<file path="config.mk">
export PLATFORM = sky130hd
export DESIGN_NAME = nii_host
export DESIGN_NICKNAME = d
export VERILOG_FILES = /design/src/nii_host.v /design/src/nii_fifo.v
export VERILOG_INCLUDE_DIRS = /design/src
export SDC_FILE = /design/constraint.sdc
export NUM_CORES = 1
export LEC_CHECK = 0
export BUFFER_PORTS_ARGS = -buffer_cell sky130_fd_sc_hd__buf_2
export CAP_MARGIN = 20
export CORE_ASPECT_RATIO = 1.2
export CORE_UTILIZATION = 53
export DETAILED_ROUTE_END_ITERATION = 8
export GPL_TIMING_DRIVEN = 0
export PLACE_DENSITY = 0.71
export RECOVER_POWER = 100
export SETUP_SLACK_MARGIN = 0.4
export SKIP_CTS_REPAIR_TIMING = 1
export SLEW_MARGIN = 20
export SYNTH_ARGS = -nofsm -noshare
export SYNTH_HDL_FRONTEND = slang
export SYNTH_SLANG_ARGS = --single-unit
</file>
<file path="constraint.sdc">
create_clock -name ref_clk -period 4.4 [get_ports ref_clk]
set_input_delay 0.22 -clock ref_clk [delete_from_list [all_inputs] [get_ports ref_clk]]
set_output_delay 0.22 -clock ref_clk [all_outputs]
set_load 0.03 [all_outputs]
</file>
<file path="src/nii_consts.vh">
// constants for the nand init, reset and identify host controller
//
// Overview of operation
// [RULE1] reset waits until ready_busy_n valid and high
// [RULE2] without watching busy, wait 100us after power
// [RULE3] first command to each target is ffh
// [RULE4] device busy at most 1ms after reset
// [RULE5] reset aborts busy read, program or erase
// [RULE6] reset clears command, data and cache registers
// [RULE7] status after reset e0h or 60h by protect
// [RULE8] device holds busy low during reset interval
// [RULE9] id, parameter, unique id only when idle
// [RULE10] read modes persist until next valid command
// [RULE11] 90h with 00h returns five identifier bytes
// [RULE12] 90h with 20h returns four signature bytes
// [RULE13] identifier byte 2 equals 90h
// [RULE14] identifier bytes 3 and 4 are 95h, 06h
// [RULE15] ech/edh busy one read, 00h resumes output
// [RULE16] host never uses 78h during parameter read
// [RULE17] at least three crc protected 256-byte copies
// [RULE18] host checks crc, moves to next copy; nii_host passes bytes unchecked and leaves this to the user
// [RULE19] 05h-e0h relocates parameter page output position
// [RULE20] unique id gives one byte per read toggle
// [RULE21] sixteen 32-byte unique id copies with complement
// [RULE22] host accepts copy when halves xor to ffh; nii_host passes bytes unchecked and leaves this to the user
// [RULE23] busy die ignores commands except status reads
// [RULE24] command latched on write rise with cle
// [RULE25] address latched on write rise with ale
// [RULE26] data driven on read strobe falling edge
// [RULE27] read modes restart from first byte
`ifndef NII_CONSTS_VH
`define NII_CONSTS_VH
`define NII_CMD_RESET 8'hff
`define NII_CMD_READ_ID 8'h90
`define NII_CMD_PARAM 8'hec
`define NII_CMD_UID 8'hed
`define NII_CMD_STATUS 8'h70
`define NII_CMD_READ_MODE 8'h00
`define NII_CMD_RAND_1 8'h05
`define NII_CMD_RAND_2 8'he0
`define NII_ADDR_ID 8'h00
`define NII_ADDR_SIG 8'h20
`define NII_ST_RDY_BIT 6
`define NII_CLK_NS 5
`define NII_PWR_WAIT_NS 100000
`define NII_PWR_WAIT_CYC ((`NII_PWR_WAIT_NS + `NII_CLK_NS - 1) / `NII_CLK_NS)
`define NII_RST_MAX_NS 1000000
`define NII_RST_MAX_CYC (`NII_RST_MAX_NS / `NII_CLK_NS)
`define NII_STROBE_CYC 6
`define NII_ID_LEN 5
`define NII_SIG_LEN 4
`define NII_PP_LEN 256
`define NII_UID_LEN 32
`define NII_OP_RESET 3'd0
`define NII_OP_ID 3'd1
`define NII_OP_SIG 3'd2
`define NII_OP_PARAM 3'd3
`define NII_OP_UID 3'd4
`define NII_OP_RAND 3'd5
`define NII_OP_STATUS 3'd6
`endif

</file>
<file path="src/nii_host.v">
// host controller: power-up wait, reset, id, parameter and unique id reads
`timescale 1ns/1ps
`default_nettype none
`include "nii_consts.vh"
module nii_host #(
  parameter PWR_WAIT_CYC = `NII_PWR_WAIT_CYC,
  parameter RST_MAX_CYC = `NII_RST_MAX_CYC,
  parameter FIFO_DEPTH = 16
) (
  input wire ref_clk, // 200 MHz clock
  input wire rst, // async reset, high
  input wire cmd_valid, // start an operation
  input wire [2:0] cmd_op, // operation code
  input wire [15:0] cmd_len, // bytes to read back
  input wire [15:0] cmd_col, // column for random data read
  output reg cmd_ready, // idle and initialised
  output reg init_done, // first reset completed
  output reg op_error, // busy exceeded limit
  output wire [7:0] rd_data, // read-back byte
  output wire rd_valid, // read-back byte present
  input wire rd_ready, // user takes byte
  output reg chip_select_n, // target select
  output reg command_latch_en, // command cycle
  output reg address_latch_en, // address cycle
  output reg write_strobe_n, // write strobe
  output reg read_strobe_n, // read strobe
  output reg write_protect_n, // write protect
  output reg [7:0] io_out, // bus drive value
  output reg io_oe, // bus drive enable
  input wire [7:0] io_in, // bus sample
  input wire ready_busy_n // ready/busy pin
);
  localparam S_PWR = 9'h001;
  localparam S_IDLE = 9'h002;
  localparam S_CMD = 9'h004;
  localparam S_ADDR = 9'h008;
  localparam S_CMD2 = 9'h010;
  localparam S_WAIT = 9'h020;
  localparam S_READ = 9'h040;
  localparam S_PUSH = 9'h080;
  localparam S_END = 9'h100;
  reg [8:0] st_q;
  reg [1:0] rb_sync_q;
  reg [7:0] io_s1_q;
  reg [7:0] io_s2_q;
  reg [31:0] cnt_q;
  reg [3:0] ph_q;
  reg [2:0] op_q;
  reg [15:0] left_q;
  reg [15:0] col_q;
  reg [1:0] addr_n_q;
  reg [7:0] byte_q;
  reg busy_seen_q;
  reg init_q;
  wire fifo_in_ready;
  wire rb = rb_sync_q[1];

  nii_fifo #(.WIDTH(8), .DEPTH(FIFO_DEPTH), .AW(4)) u_fifo (
    .clk(ref_clk),
    .rst(rst),
    .in_data(byte_q),
    .in_valid(st_q == S_PUSH),
    .in_ready(fifo_in_ready),
    .out_data(rd_data),
    .out_valid(rd_valid),
    .out_ready(rd_ready)
  );

  // two-stage sync for pins; bus sample second stage only read
  always @(posedge ref_clk or posedge rst) begin
    if (rst) begin
      rb_sync_q <= 2'b00;
      io_s1_q <= 8'h00;
      io_s2_q <= 8'h00;
    end else begin
      rb_sync_q <= {rb_sync_q[0], ready_busy_n};
      io_s1_q <= io_in;
      io_s2_q <= io_s1_q;
    end
  end

  // command byte for the first cycle of each op; enhanced status is never sent
  // see [RULE16]
  function [7:0] first_cmd;
    input [2:0] op;
    begin
      case (op)
        `NII_OP_ID: first_cmd = `NII_CMD_READ_ID;
        `NII_OP_SIG: first_cmd = `NII_CMD_READ_ID;
        `NII_OP_PARAM: first_cmd = `NII_CMD_PARAM;
        `NII_OP_UID: first_cmd = `NII_CMD_UID;
        `NII_OP_RAND: first_cmd = `NII_CMD_RAND_1;
        `NII_OP_STATUS: first_cmd = `NII_CMD_STATUS;
        default: first_cmd = `NII_CMD_RESET;
      endcase
    end
  endfunction

  // main sequencer; strobes are held for a fixed number of cycles
  always @(posedge ref_clk or posedge rst) begin
    if (rst) begin
      st_q <= S_PWR;
      cnt_q <= 32'h0000_0000;
      ph_q <= 4'h0;
      op_q <= `NII_OP_RESET;
      left_q <= 16'h0000;
      col_q <= 16'h0000;
      addr_n_q <= 2'b00;
      byte_q <= 8'h00;
      busy_seen_q <= 1'b0;
      init_q <= 1'b0;
      cmd_ready <= 1'b0;
      init_done <= 1'b0;
      op_error <= 1'b0;
      chip_select_n <= 1'b1;
      command_latch_en <= 1'b0;
      address_latch_en <= 1'b0;
      write_strobe_n <= 1'b1;
      read_strobe_n <= 1'b1;
      write_protect_n <= 1'b0;
      io_out <= 8'h00;
      io_oe <= 1'b0;
    end else begin
      case (st_q)
        // hold protect low and wait out power-up, then need ready high
        S_PWR: begin
          if (cnt_q < PWR_WAIT_CYC) begin
            cnt_q <= cnt_q + 32'd1; // see [RULE2]
          end else if (rb) begin // see [RULE1]
            write_protect_n <= 1'b1;
            op_q <= `NII_OP_RESET; // see [RULE3]
            ph_q <= 4'h0;
            st_q <= S_CMD;
          end
        end
        S_IDLE: begin
          chip_select_n <= 1'b1;
          io_oe <= 1'b0;
          if (cmd_valid && cmd_ready) begin
            cmd_ready <= 1'b0;
            op_error <= 1'b0;
            op_q <= cmd_op;
            left_q <= cmd_len;
            col_q <= cmd_col;
            ph_q <= 4'h0;
            st_q <= S_CMD;
          end
        end
        // command latch cycle, data stable across write rise
        S_CMD: begin
          chip_select_n <= 1'b0;
          command_latch_en <= 1'b1;
          address_latch_en <= 1'b0;
          read_strobe_n <= 1'b1; // see [RULE24]
          io_oe <= 1'b1;
          io_out <= first_cmd(op_q);
          ph_q <= ph_q + 4'h1;
          write_strobe_n <= (ph_q >= 4'h1 && ph_q < 4'h4) ? 1'b0 : 1'b1;
          if (ph_q == `NII_STROBE_CYC) begin
            command_latch_en <= 1'b0;
            ph_q <= 4'h0;
            cnt_q <= 32'h0000_0000;
            busy_seen_q <= 1'b0;
            addr_n_q <= (op_q == `NII_OP_RAND) ? 2'd2 : 2'd1;
            if (op_q == `NII_OP_RESET || op_q == `NII_OP_STATUS) begin
              st_q <= (op_q == `NII_OP_RESET) ? S_WAIT : S_READ;
              left_q <= (op_q == `NII_OP_STATUS) ? 16'h0001 : left_q;
            end else begin
              st_q <= S_ADDR;
            end
          end
        end
        // address cycles: 00h/20h for reads, two column bytes for random read
        S_ADDR: begin
          address_latch_en <= 1'b1; // see [RULE25]
          io_out <= (op_q == `NII_OP_SIG) ? `NII_ADDR_SIG : // see [RULE12]
            (op_q == `NII_OP_RAND) ? ((addr_n_q == 2'd2) ? col_q[7:0] : col_q[15:8]) :
            `NII_ADDR_ID; // see [RULE11]
          ph_q <= ph_q + 4'h1;
          write_strobe_n <= (ph_q >= 4'h1 && ph_q < 4'h4) ? 1'b0 : 1'b1;
          if (ph_q == `NII_STROBE_CYC) begin
            ph_q <= 4'h0;
            addr_n_q <= addr_n_q - 2'd1;
            if (addr_n_q == 2'd1) begin
              address_latch_en <= 1'b0;
              if (op_q == `NII_OP_RAND) begin
                st_q <= S_CMD2; // see [RULE19]
              end else if (op_q == `NII_OP_PARAM || op_q == `NII_OP_UID) begin
                st_q <= S_WAIT; // see [RULE15]
              end else begin
                st_q <= S_READ;
              end
            end
          end
        end
        // second command of the random data read pair
        S_CMD2: begin
          command_latch_en <= 1'b1;
          io_out <= `NII_CMD_RAND_2;
          ph_q <= ph_q + 4'h1;
          write_strobe_n <= (ph_q >= 4'h1 && ph_q < 4'h4) ? 1'b0 : 1'b1;
          if (ph_q == `NII_STROBE_CYC) begin
            command_latch_en <= 1'b0;
            ph_q <= 4'h0;
            st_q <= S_READ;
          end
        end
        // watch busy fall then rise; bounded by the reset maximum
        S_WAIT: begin
          io_oe <= 1'b0;
          cnt_q <= cnt_q + 32'd1;
          if (!rb) begin
            busy_seen_q <= 1'b1;
          end
          if (cnt_q >= RST_MAX_CYC) begin
            op_error <= 1'b1; // see [RULE4]
            st_q <= S_END;
          end else if (rb && (busy_seen_q || cnt_q > 32'd64)) begin
            st_q <= (op_q == `NII_OP_RESET) ? S_END : S_READ;
          end
        end
        // one byte per read toggle, sampled late in the low phase
        S_READ: begin
          io_oe <= 1'b0;
          if (left_q == 16'h0000) begin
            st_q <= S_END;
          end else begin
            ph_q <= ph_q + 4'h1;
            read_strobe_n <= (ph_q < 4'h5) ? 1'b0 : 1'b1; // see [RULE20]
            if (ph_q == 4'h5) begin
              byte_q <= io_s2_q; // see [RULE26]
            end
            if (ph_q == `NII_STROBE_CYC) begin
              ph_q <= 4'h0;
              st_q <= S_PUSH;
            end
          end
        end
        // fifo back-pressure stalls further reads
        // bytes pass unaltered: crc and complement checks are the user's job
        // see [RULE18] [RULE22]
        S_PUSH: begin
          if (fifo_in_ready) begin
            left_q <= left_q - 16'h0001;
            st_q <= S_READ;
          end
        end
        S_END: begin
          chip_select_n <= 1'b1;
          read_strobe_n <= 1'b1;
          if (op_q == `NII_OP_RESET) begin
            init_q <= 1'b1;
            init_done <= 1'b1;
          end
          cmd_ready <= 1'b1;
          st_q <= S_IDLE;
        end
        default: begin
          st_q <= S_PWR;
        end
      endcase
      if (st_q == S_END && !init_q && op_q != `NII_OP_RESET) begin
        cmd_ready <= 1'b0;
      end
    end
  end
endmodule
`default_nettype wire

</file>
<file path="src/nii_fifo.v">
// small valid/ready fifo for read-back bytes
`timescale 1ns/1ps
`default_nettype none
module nii_fifo #(
  parameter WIDTH = 8,
  parameter DEPTH = 16,
  parameter AW = 4
) (
  input wire clk, // clock
  input wire rst, // async reset, high
  input wire [WIDTH-1:0] in_data, // write data
  input wire in_valid, // write request
  output wire in_ready, // not full
  output wire [WIDTH-1:0] out_data, // head word
  output wire out_valid, // not empty
  input wire out_ready // drain
);
  reg [WIDTH-1:0] mem [0:DEPTH-1];
  reg [AW-1:0] wr_q;
  reg [AW-1:0] rd_q;
  reg [AW:0] cnt_q; // words held, output register included
  reg [WIDTH-1:0] head_q;
  reg head_vld_q;
  wire push = in_valid && in_ready;
  wire pop = head_vld_q && out_ready;
  // words still in the array, beyond the one in the output register
  wire stored = (cnt_q != {{AW{1'b0}}, head_vld_q});
  wire load = stored && (!head_vld_q || out_ready);
  assign in_ready = (cnt_q != DEPTH[AW:0]);
  // outputs come straight from registers, at the cost of one cycle of latency
  assign out_valid = head_vld_q;
  assign out_data = head_q;
  // storage and head have no reset; head_vld_q guards head_q
  always @(posedge clk) begin
    if (push) begin
      mem[wr_q] <= in_data;
    end
    if (load) begin
      head_q <= mem[rd_q];
    end
  end
  always @(posedge clk or posedge rst) begin
    if (rst) begin
      wr_q <= {AW{1'b0}};
      rd_q <= {AW{1'b0}};
      cnt_q <= {(AW+1){1'b0}};
      head_vld_q <= 1'b0;
    end else begin
      if (push) begin
        wr_q <= wr_q + 1'b1;
      end
      if (load) begin
        rd_q <= rd_q + 1'b1;
        head_vld_q <= 1'b1;
      end else if (pop) begin
        head_vld_q <= 1'b0;
      end
      if (push && !pop) begin
        cnt_q <= cnt_q + 1'b1;
      end else if (pop && !push) begin
        cnt_q <= cnt_q - 1'b1;
      end
    end
  end
endmodule
`default_nettype wire

</file>
==> results of run 1 <==
## path summary, 6_finish.rpt
check	endpoint	slack [ns]	cells after the start	start
worst max-delay path	u_fifo.cnt_q[4]	0.62	14	st_q[3]
worst min-delay path	left_q[1]	-0.01	3	cmd_len[1]
worst max register to register	u_fifo.cnt_q[4]	0.62	14	st_q[3]
worst min register to register	io_s2_q[0]	0.35	0	io_s1_q[0]
max in group asynchronous	u_fifo.rd_q[1]	1.80	3	rst
min in group asynchronous	col_q[1]	1.17	3	rst
## state kept, by name, indices dropped and copies added, names as in the netlist, 9 cells and up
register,flops
st_q,9
cnt_q,32
u_fifo.mem,128
left_q,16
col_q,16
## critical path: cells and delay by family, from the launching register on
family / cells / cell delay, ns
and+or+nand+nor: 4 / 1.03
buffers and inverters: 4 / 0.95
AOI/OAI and AO/OA: 2 / 0.36
DFF: 1 / 0.36
xor gates and xnor gates: 2 / 0.28
adders and majority gates: 2 / 0.67
## synthesized netlist by cell type, types with 12 or more instances
| cell type | number |
|---|---|
| mux4_2 | 40 |
| xor2_1 | 12 |
| mux2_2 | 28 |
| a21oi_1 | 38 |
| dfrtp_1 | 137 |
| nand3_1 | 26 |
| and3_1 | 13 |
| or3_1 | 16 |
| clkbuf_1 | 41 |
| inv_1 | 22 |
| nand4_1 | 17 |
| nor4_1 | 18 |
| edfxtp_1 | 136 |
| nor2b_1 | 13 |
| ha_1 | 13 |
| nand2_1 | 61 |
| nor2_1 | 56 |
| o21ai_0 | 52 |
| nor3_1 | 16 |
## per-stage QoR
stage,std cells,setup WS (ns)
2_1_floorplan,946,0.405
3_3_place_gp,1335,-1.39
3_5_place_dp,1336,0.161
4_1_cts,1388,0.129
5_1_grt,1425,0.369
6_report,1426,0.622
## per-layer routing
layer | part of all wire | vias up | routed length (µm) | track usage
li1 | - | 3922 | - | -
met1 | 0.42 | 4244 | 11800 | 0.312
met2 | 0.51 | 225 | 14400 | 0.410
met3 | 0.042 | 47 | 1180 | 0.0295
met4 | 0.021 | 0 | 580 | 0.0622
met5 | 0 | - | 0 | 0
## power by group
group          internal (mW)  switching [mW]
Clock                   1.39           0.991
Sequential              2.76          0.0407
Combinational          0.282           0.332
Total                   4.43            1.36
## cells by family after synthesis
kind of cell / Yosys count / synth area share
fa+ha+maj: 14 / 0.0147
flops: 277 / 0.612
buf+inv: 76 / 0.0234
simple gates: 290 / 0.128
mux: 75 / 0.103
compound gates: 192 / 0.103
xor+xnor: 22 / 0.0155
## final cells by class
class	count	area, µm²	share of cell area
antenna	1	2.50	0.000173
buffer	54	206	0.0143
clock buffer	37	754	0.0521
clock inverter	15	174	0.0120
inverter	22	83.8	0.00579
multi-input combinational	593	4510	0.312
sequential	277	7620	0.526
tap	315	394	0.0272
timing repair buffer	112	726	0.0501
==> results.tsv, run 1 <==
metric	value	unit
pwr_density_cell	400	nW/µm²
first_pass_iters	5	
synthFlopType	dfrtp_1	
synth_top_area_frac	0.328	
finClkSkew	0.0137	ns
worstSetupPathType	reg2reg	
crit_top_cell	clkbuf_1	
finalSetupViolations	0	
fillers	1759	
tns	0	ns
grt_max_degree	74	
die_w	142	µm
area_delta_synth_final	16.2	%
period_share	0.859	
nets	1150	
hold_violations	3	
clock-sinks	277	
drt_iter0_markers	599	
wl_per_cell	19.6	µm
async_flop_share	0.509	
floorplan.initialDensity	0.538	
ir_drop	378	µV
seq_area_frac_synth	0.612	
clkLatencyLatePin	0.54	ns
finalWirelength	27900	µm
period_needed	3.78	ns
grt_usage	0.235	
path_cells	clkbuf_1, nor3_1, clkbuf_1, nand4_1, buf_4, nor2_4, ha_1, inv_1, fa_1, a21o_1, a21oi_1, xnor2_1, nor2_1, xor2_1	
ant_nets	0	
cts_root_buffer	clkbuf_16	
place_area	13300	µm²
synth_area_leaders	edfxtp_1 (33%), dfrtp_1 (28%), mux4_2 (7.2%)	
routed_via_density	5.92	
finish.utilization	0.626	
tightestPinTransition	3.19	ns
drive_above_1_share	0.162	
hp-class	in2reg	
cts_max_level	1	
synth_nets	1008	
cpMaxStageDelayCell	nor3_1	
design_area	14500	µm²
power.total	5.80	mW
status	finished with violations	
grt_setup_unrepaired	no	
synthDistinctLibCells	72	
relSlewSlack	-1.14	
maxCapViolations	1	
gr-total-overflow	0	
critPathLaunchType	flop	
p_leak	5.28	nW
cts_buffers	28	
coreArea	23100	µm²
worstPathMaxFanout	10	
avgSynthCellArea	13.2	µm²
worst_ep_arrival_time	4.20	ns
cp_slowest_stage_delay	0.58	ns
syn_area	12500	µm²
endpoint_kind	flop	
die_area	24100	µm²
required	4.82	ns
grt_pass1_vias	8140	
ys_ff_latch	277	
clockBufferDepth	3	
cts_tree	built	
grt_pass1_wl	44000	µm
num_vias	8438	
mostFrequentLayoutCell	dfrtp_1	
grt_antenna_before_repair	1	
final_cell_mix	dfrtp_1 (137), edfxtp_1 (136), clkbuf_1 (81)	
syn_inst	946	
numPortBuffers	74	
drc_errors	0	
pin_count	75	
die_y	170	µm
dp_hpwl	18700	µm
yosysTopAreaCell	edfxtp_1	
violations	hold timing, capacitance limit, slew limit	
clkTransAtPathRegs	0.06	ns
rows	61	
slew_violations	69	
synth_edf_count	136	
clock.fmax	0.265	GHz
holdWs	-0.0116	ns
gp_congestion	0.904	
yosys_warnings	0	
No activity file was read; power rests on OpenSTA's default activity.
==> run 2: changes to the inputs <==
Settings changed: GPL_TIMING_DRIVEN 0 to default.
==> run 2 against run 1 <==
Effect of this change: largest power group unchanged; first-iteration DRC count fell by 6.3%; clock-buffer cell count decreased by 2; global-route usage decreased by 0.99 points; maximum frequency increased by 4.8%; clock power rose by 7%; register-to-register slack improved by 0.17 ns; the run still ends with hold timing, capacitance limit, slew limit left; combinational power decreased by 30%; non-clock buffer count is 38 lower; largest cell class unchanged.
==> results.tsv, run 2 (synthesized netlist as in run 1, its figures left out) <==
metric	value	unit
status	finished with violations	
violations	hold timing, capacitance limit, slew limit	
grt_max_degree	108	
numPortBuffers	74	
worst_ep_arrival_time	3.97	ns
worstHoldEndpoint	left_q[3]	
ant_nets	0	
crit_top_cell	o21ai_0	
finalWirelength	26200	µm
cts_max_level	1	
required	4.76	ns
hold_violations	2	
largest_reg_flops	128	
cpMaxStageDelayCell	o21ai_0	
fillers	1774	
endpoint_kind	flop	
hold_start	cmd_len[3]	
antenna_cells	0	
holdWs	-0.0183	ns
seq_area	7620	µm²
clkLatencyLatePin	0.56	ns
reg2reg_from	cnt_q[8]	
whs_path_depth	3	
die_area	24100	µm²
cts_buffers	28	
period_share	0.819	
routed_via_density	5.90	
drt_iter0_markers	561	
top_regs	u_fifo.mem x128, cnt_q x32	
grt_pass1_wl	42500	µm
finish.utilization	0.623	
gp_congestion	0.839	
die_w	142	µm
coreArea	23100	µm²
cp_top_family	compound AO/OA/AOI/OAI gates	
clock-sinks	277	
cts_root_buffer	clkbuf_16	
die_y	170	µm
cts_tree	built	
critPathBufInv	1	
multiInputGateArea	4510	µm²
finalSetupViolations	0	
worstPathMaxFanout	17	
rr_worst_depth	6	
worstSetupPathType	reg2reg	
floorplan.initialDensity	0.538	
tns	0	ns
grt_pass1_vias	7998	
period_needed	3.61	ns
top_register	u_fifo.mem	
pwr_density_cell	412	nW/µm²
cp_slowest_stage_delay	1.37	ns
num_vias	8185	
rows	61	
r2r_slack	0.79	ns
area_delta_synth_final	15.7	%
clock.fmax	0.277	GHz
grt_usage	0.225	
drc_errors	0	
path_cells	or4b_2, nor3_2, nor4_4, buf_4, o21ai_0, o21ai_0	
r2r_end	cnt_q[1]	
pin_count	75	
clockBufferDepth	3	
clkTransAtPathRegs	0.06	ns
drive_above_1_share	0.170	
slew_violations	126	
gr-total-overflow	0	
critPathLaunchType	flop	
maxCapViolations	2	
p_leak	5.26	nW
tightestPinTransition	2.30	ns
relSlewSlack	-0.532	
grt_setup_unrepaired	no	
finClkSkew	0.0222	ns
dp_hpwl	17400	µm
first_pass_iters	5	
wl_per_cell	18.9	µm
nets	1112	
grt_antenna_before_repair	0	
hp-class	in2reg	
ir_drop	355	µV
final_cell_mix	dfrtp_1 (136), edfxtp_1 (136), nand2_1 (61)	
[run 2: worst max-delay path by stage]
stage          cells past startpoint  slack, ns              end            start
5_1_grt                            8       0.46        left_q[8]          st_q[3]
3_3_place_gp                      11       1.29  u_fifo.cnt_q[4]  u_fifo.cnt_q[1]
4_1_cts                           11       1.12  u_fifo.cnt_q[4]  u_fifo.cnt_q[1]
3_5_place_dp                      11       1.17  u_fifo.cnt_q[4]  u_fifo.cnt_q[1]
2_1_floorplan                      1       0.41      addr_n_q[0]              rst
6_report                           6       0.79         cnt_q[1]         cnt_q[8]
[run 2: stage by stage]
stage / cells / setup slack, ns / hold WS, ns / power, mW / instance area (µm²)
floorplan: 946 / 0.405 / 0.251 / 3.30 / 12500
global placement: 1298 / 1.29 / 0.328 / 3.42 / 13100
detailed placement: 1298 / 1.17 / 0.330 / 3.43 / 13100
CTS: 1350 / 1.12 / -0.249 / 5.96 / 14200
global route: 1387 / 0.464 / 0.00485 / 6.14 / 14400
finish: 1387 / 0.794 / -0.0183 / 5.93 / 14400
[run 2: worst reg2reg max path, cell delays in order, from the launching register on]
cell	delay (ns)
dfrtp_1	0.49
or4b_2	0.72
nor3_2	0.34
nor4_4	0.05
buf_4	0.18
o21ai_0	1.37
o21ai_0	0.28
[run 2: layout make-up]
class	instances	share of cell area
flip-flops and latches	277	0.529
multi-input cells	593	0.313
repair buffers	128	0.0551
clock buffers	35	0.0518
well taps	315	0.0274
clock inverters	17	0.0181
inverters	22	0.00599
[run 2: metal layers]
metal / track usage / vias to the layer above / part of all wire / wire [µm]
met1: 0.291 / 4120 / 0.41 / 10800
met3: 0.0287 / 51 / 0.038 / 1000
met2: 0.399 / 182 / 0.53 / 13800
met5: 0 / - / 0 / 0
met4: 0.0631 / 0 / 0.023 / 591
li1: - / 3832 / - / -
[run 2: report_power, final]
part,internal (mW),switching (mW)
registers,2.76,0.193
clock network,1.56,0.991
logic,0.268,0.163
total,4.58,1.35
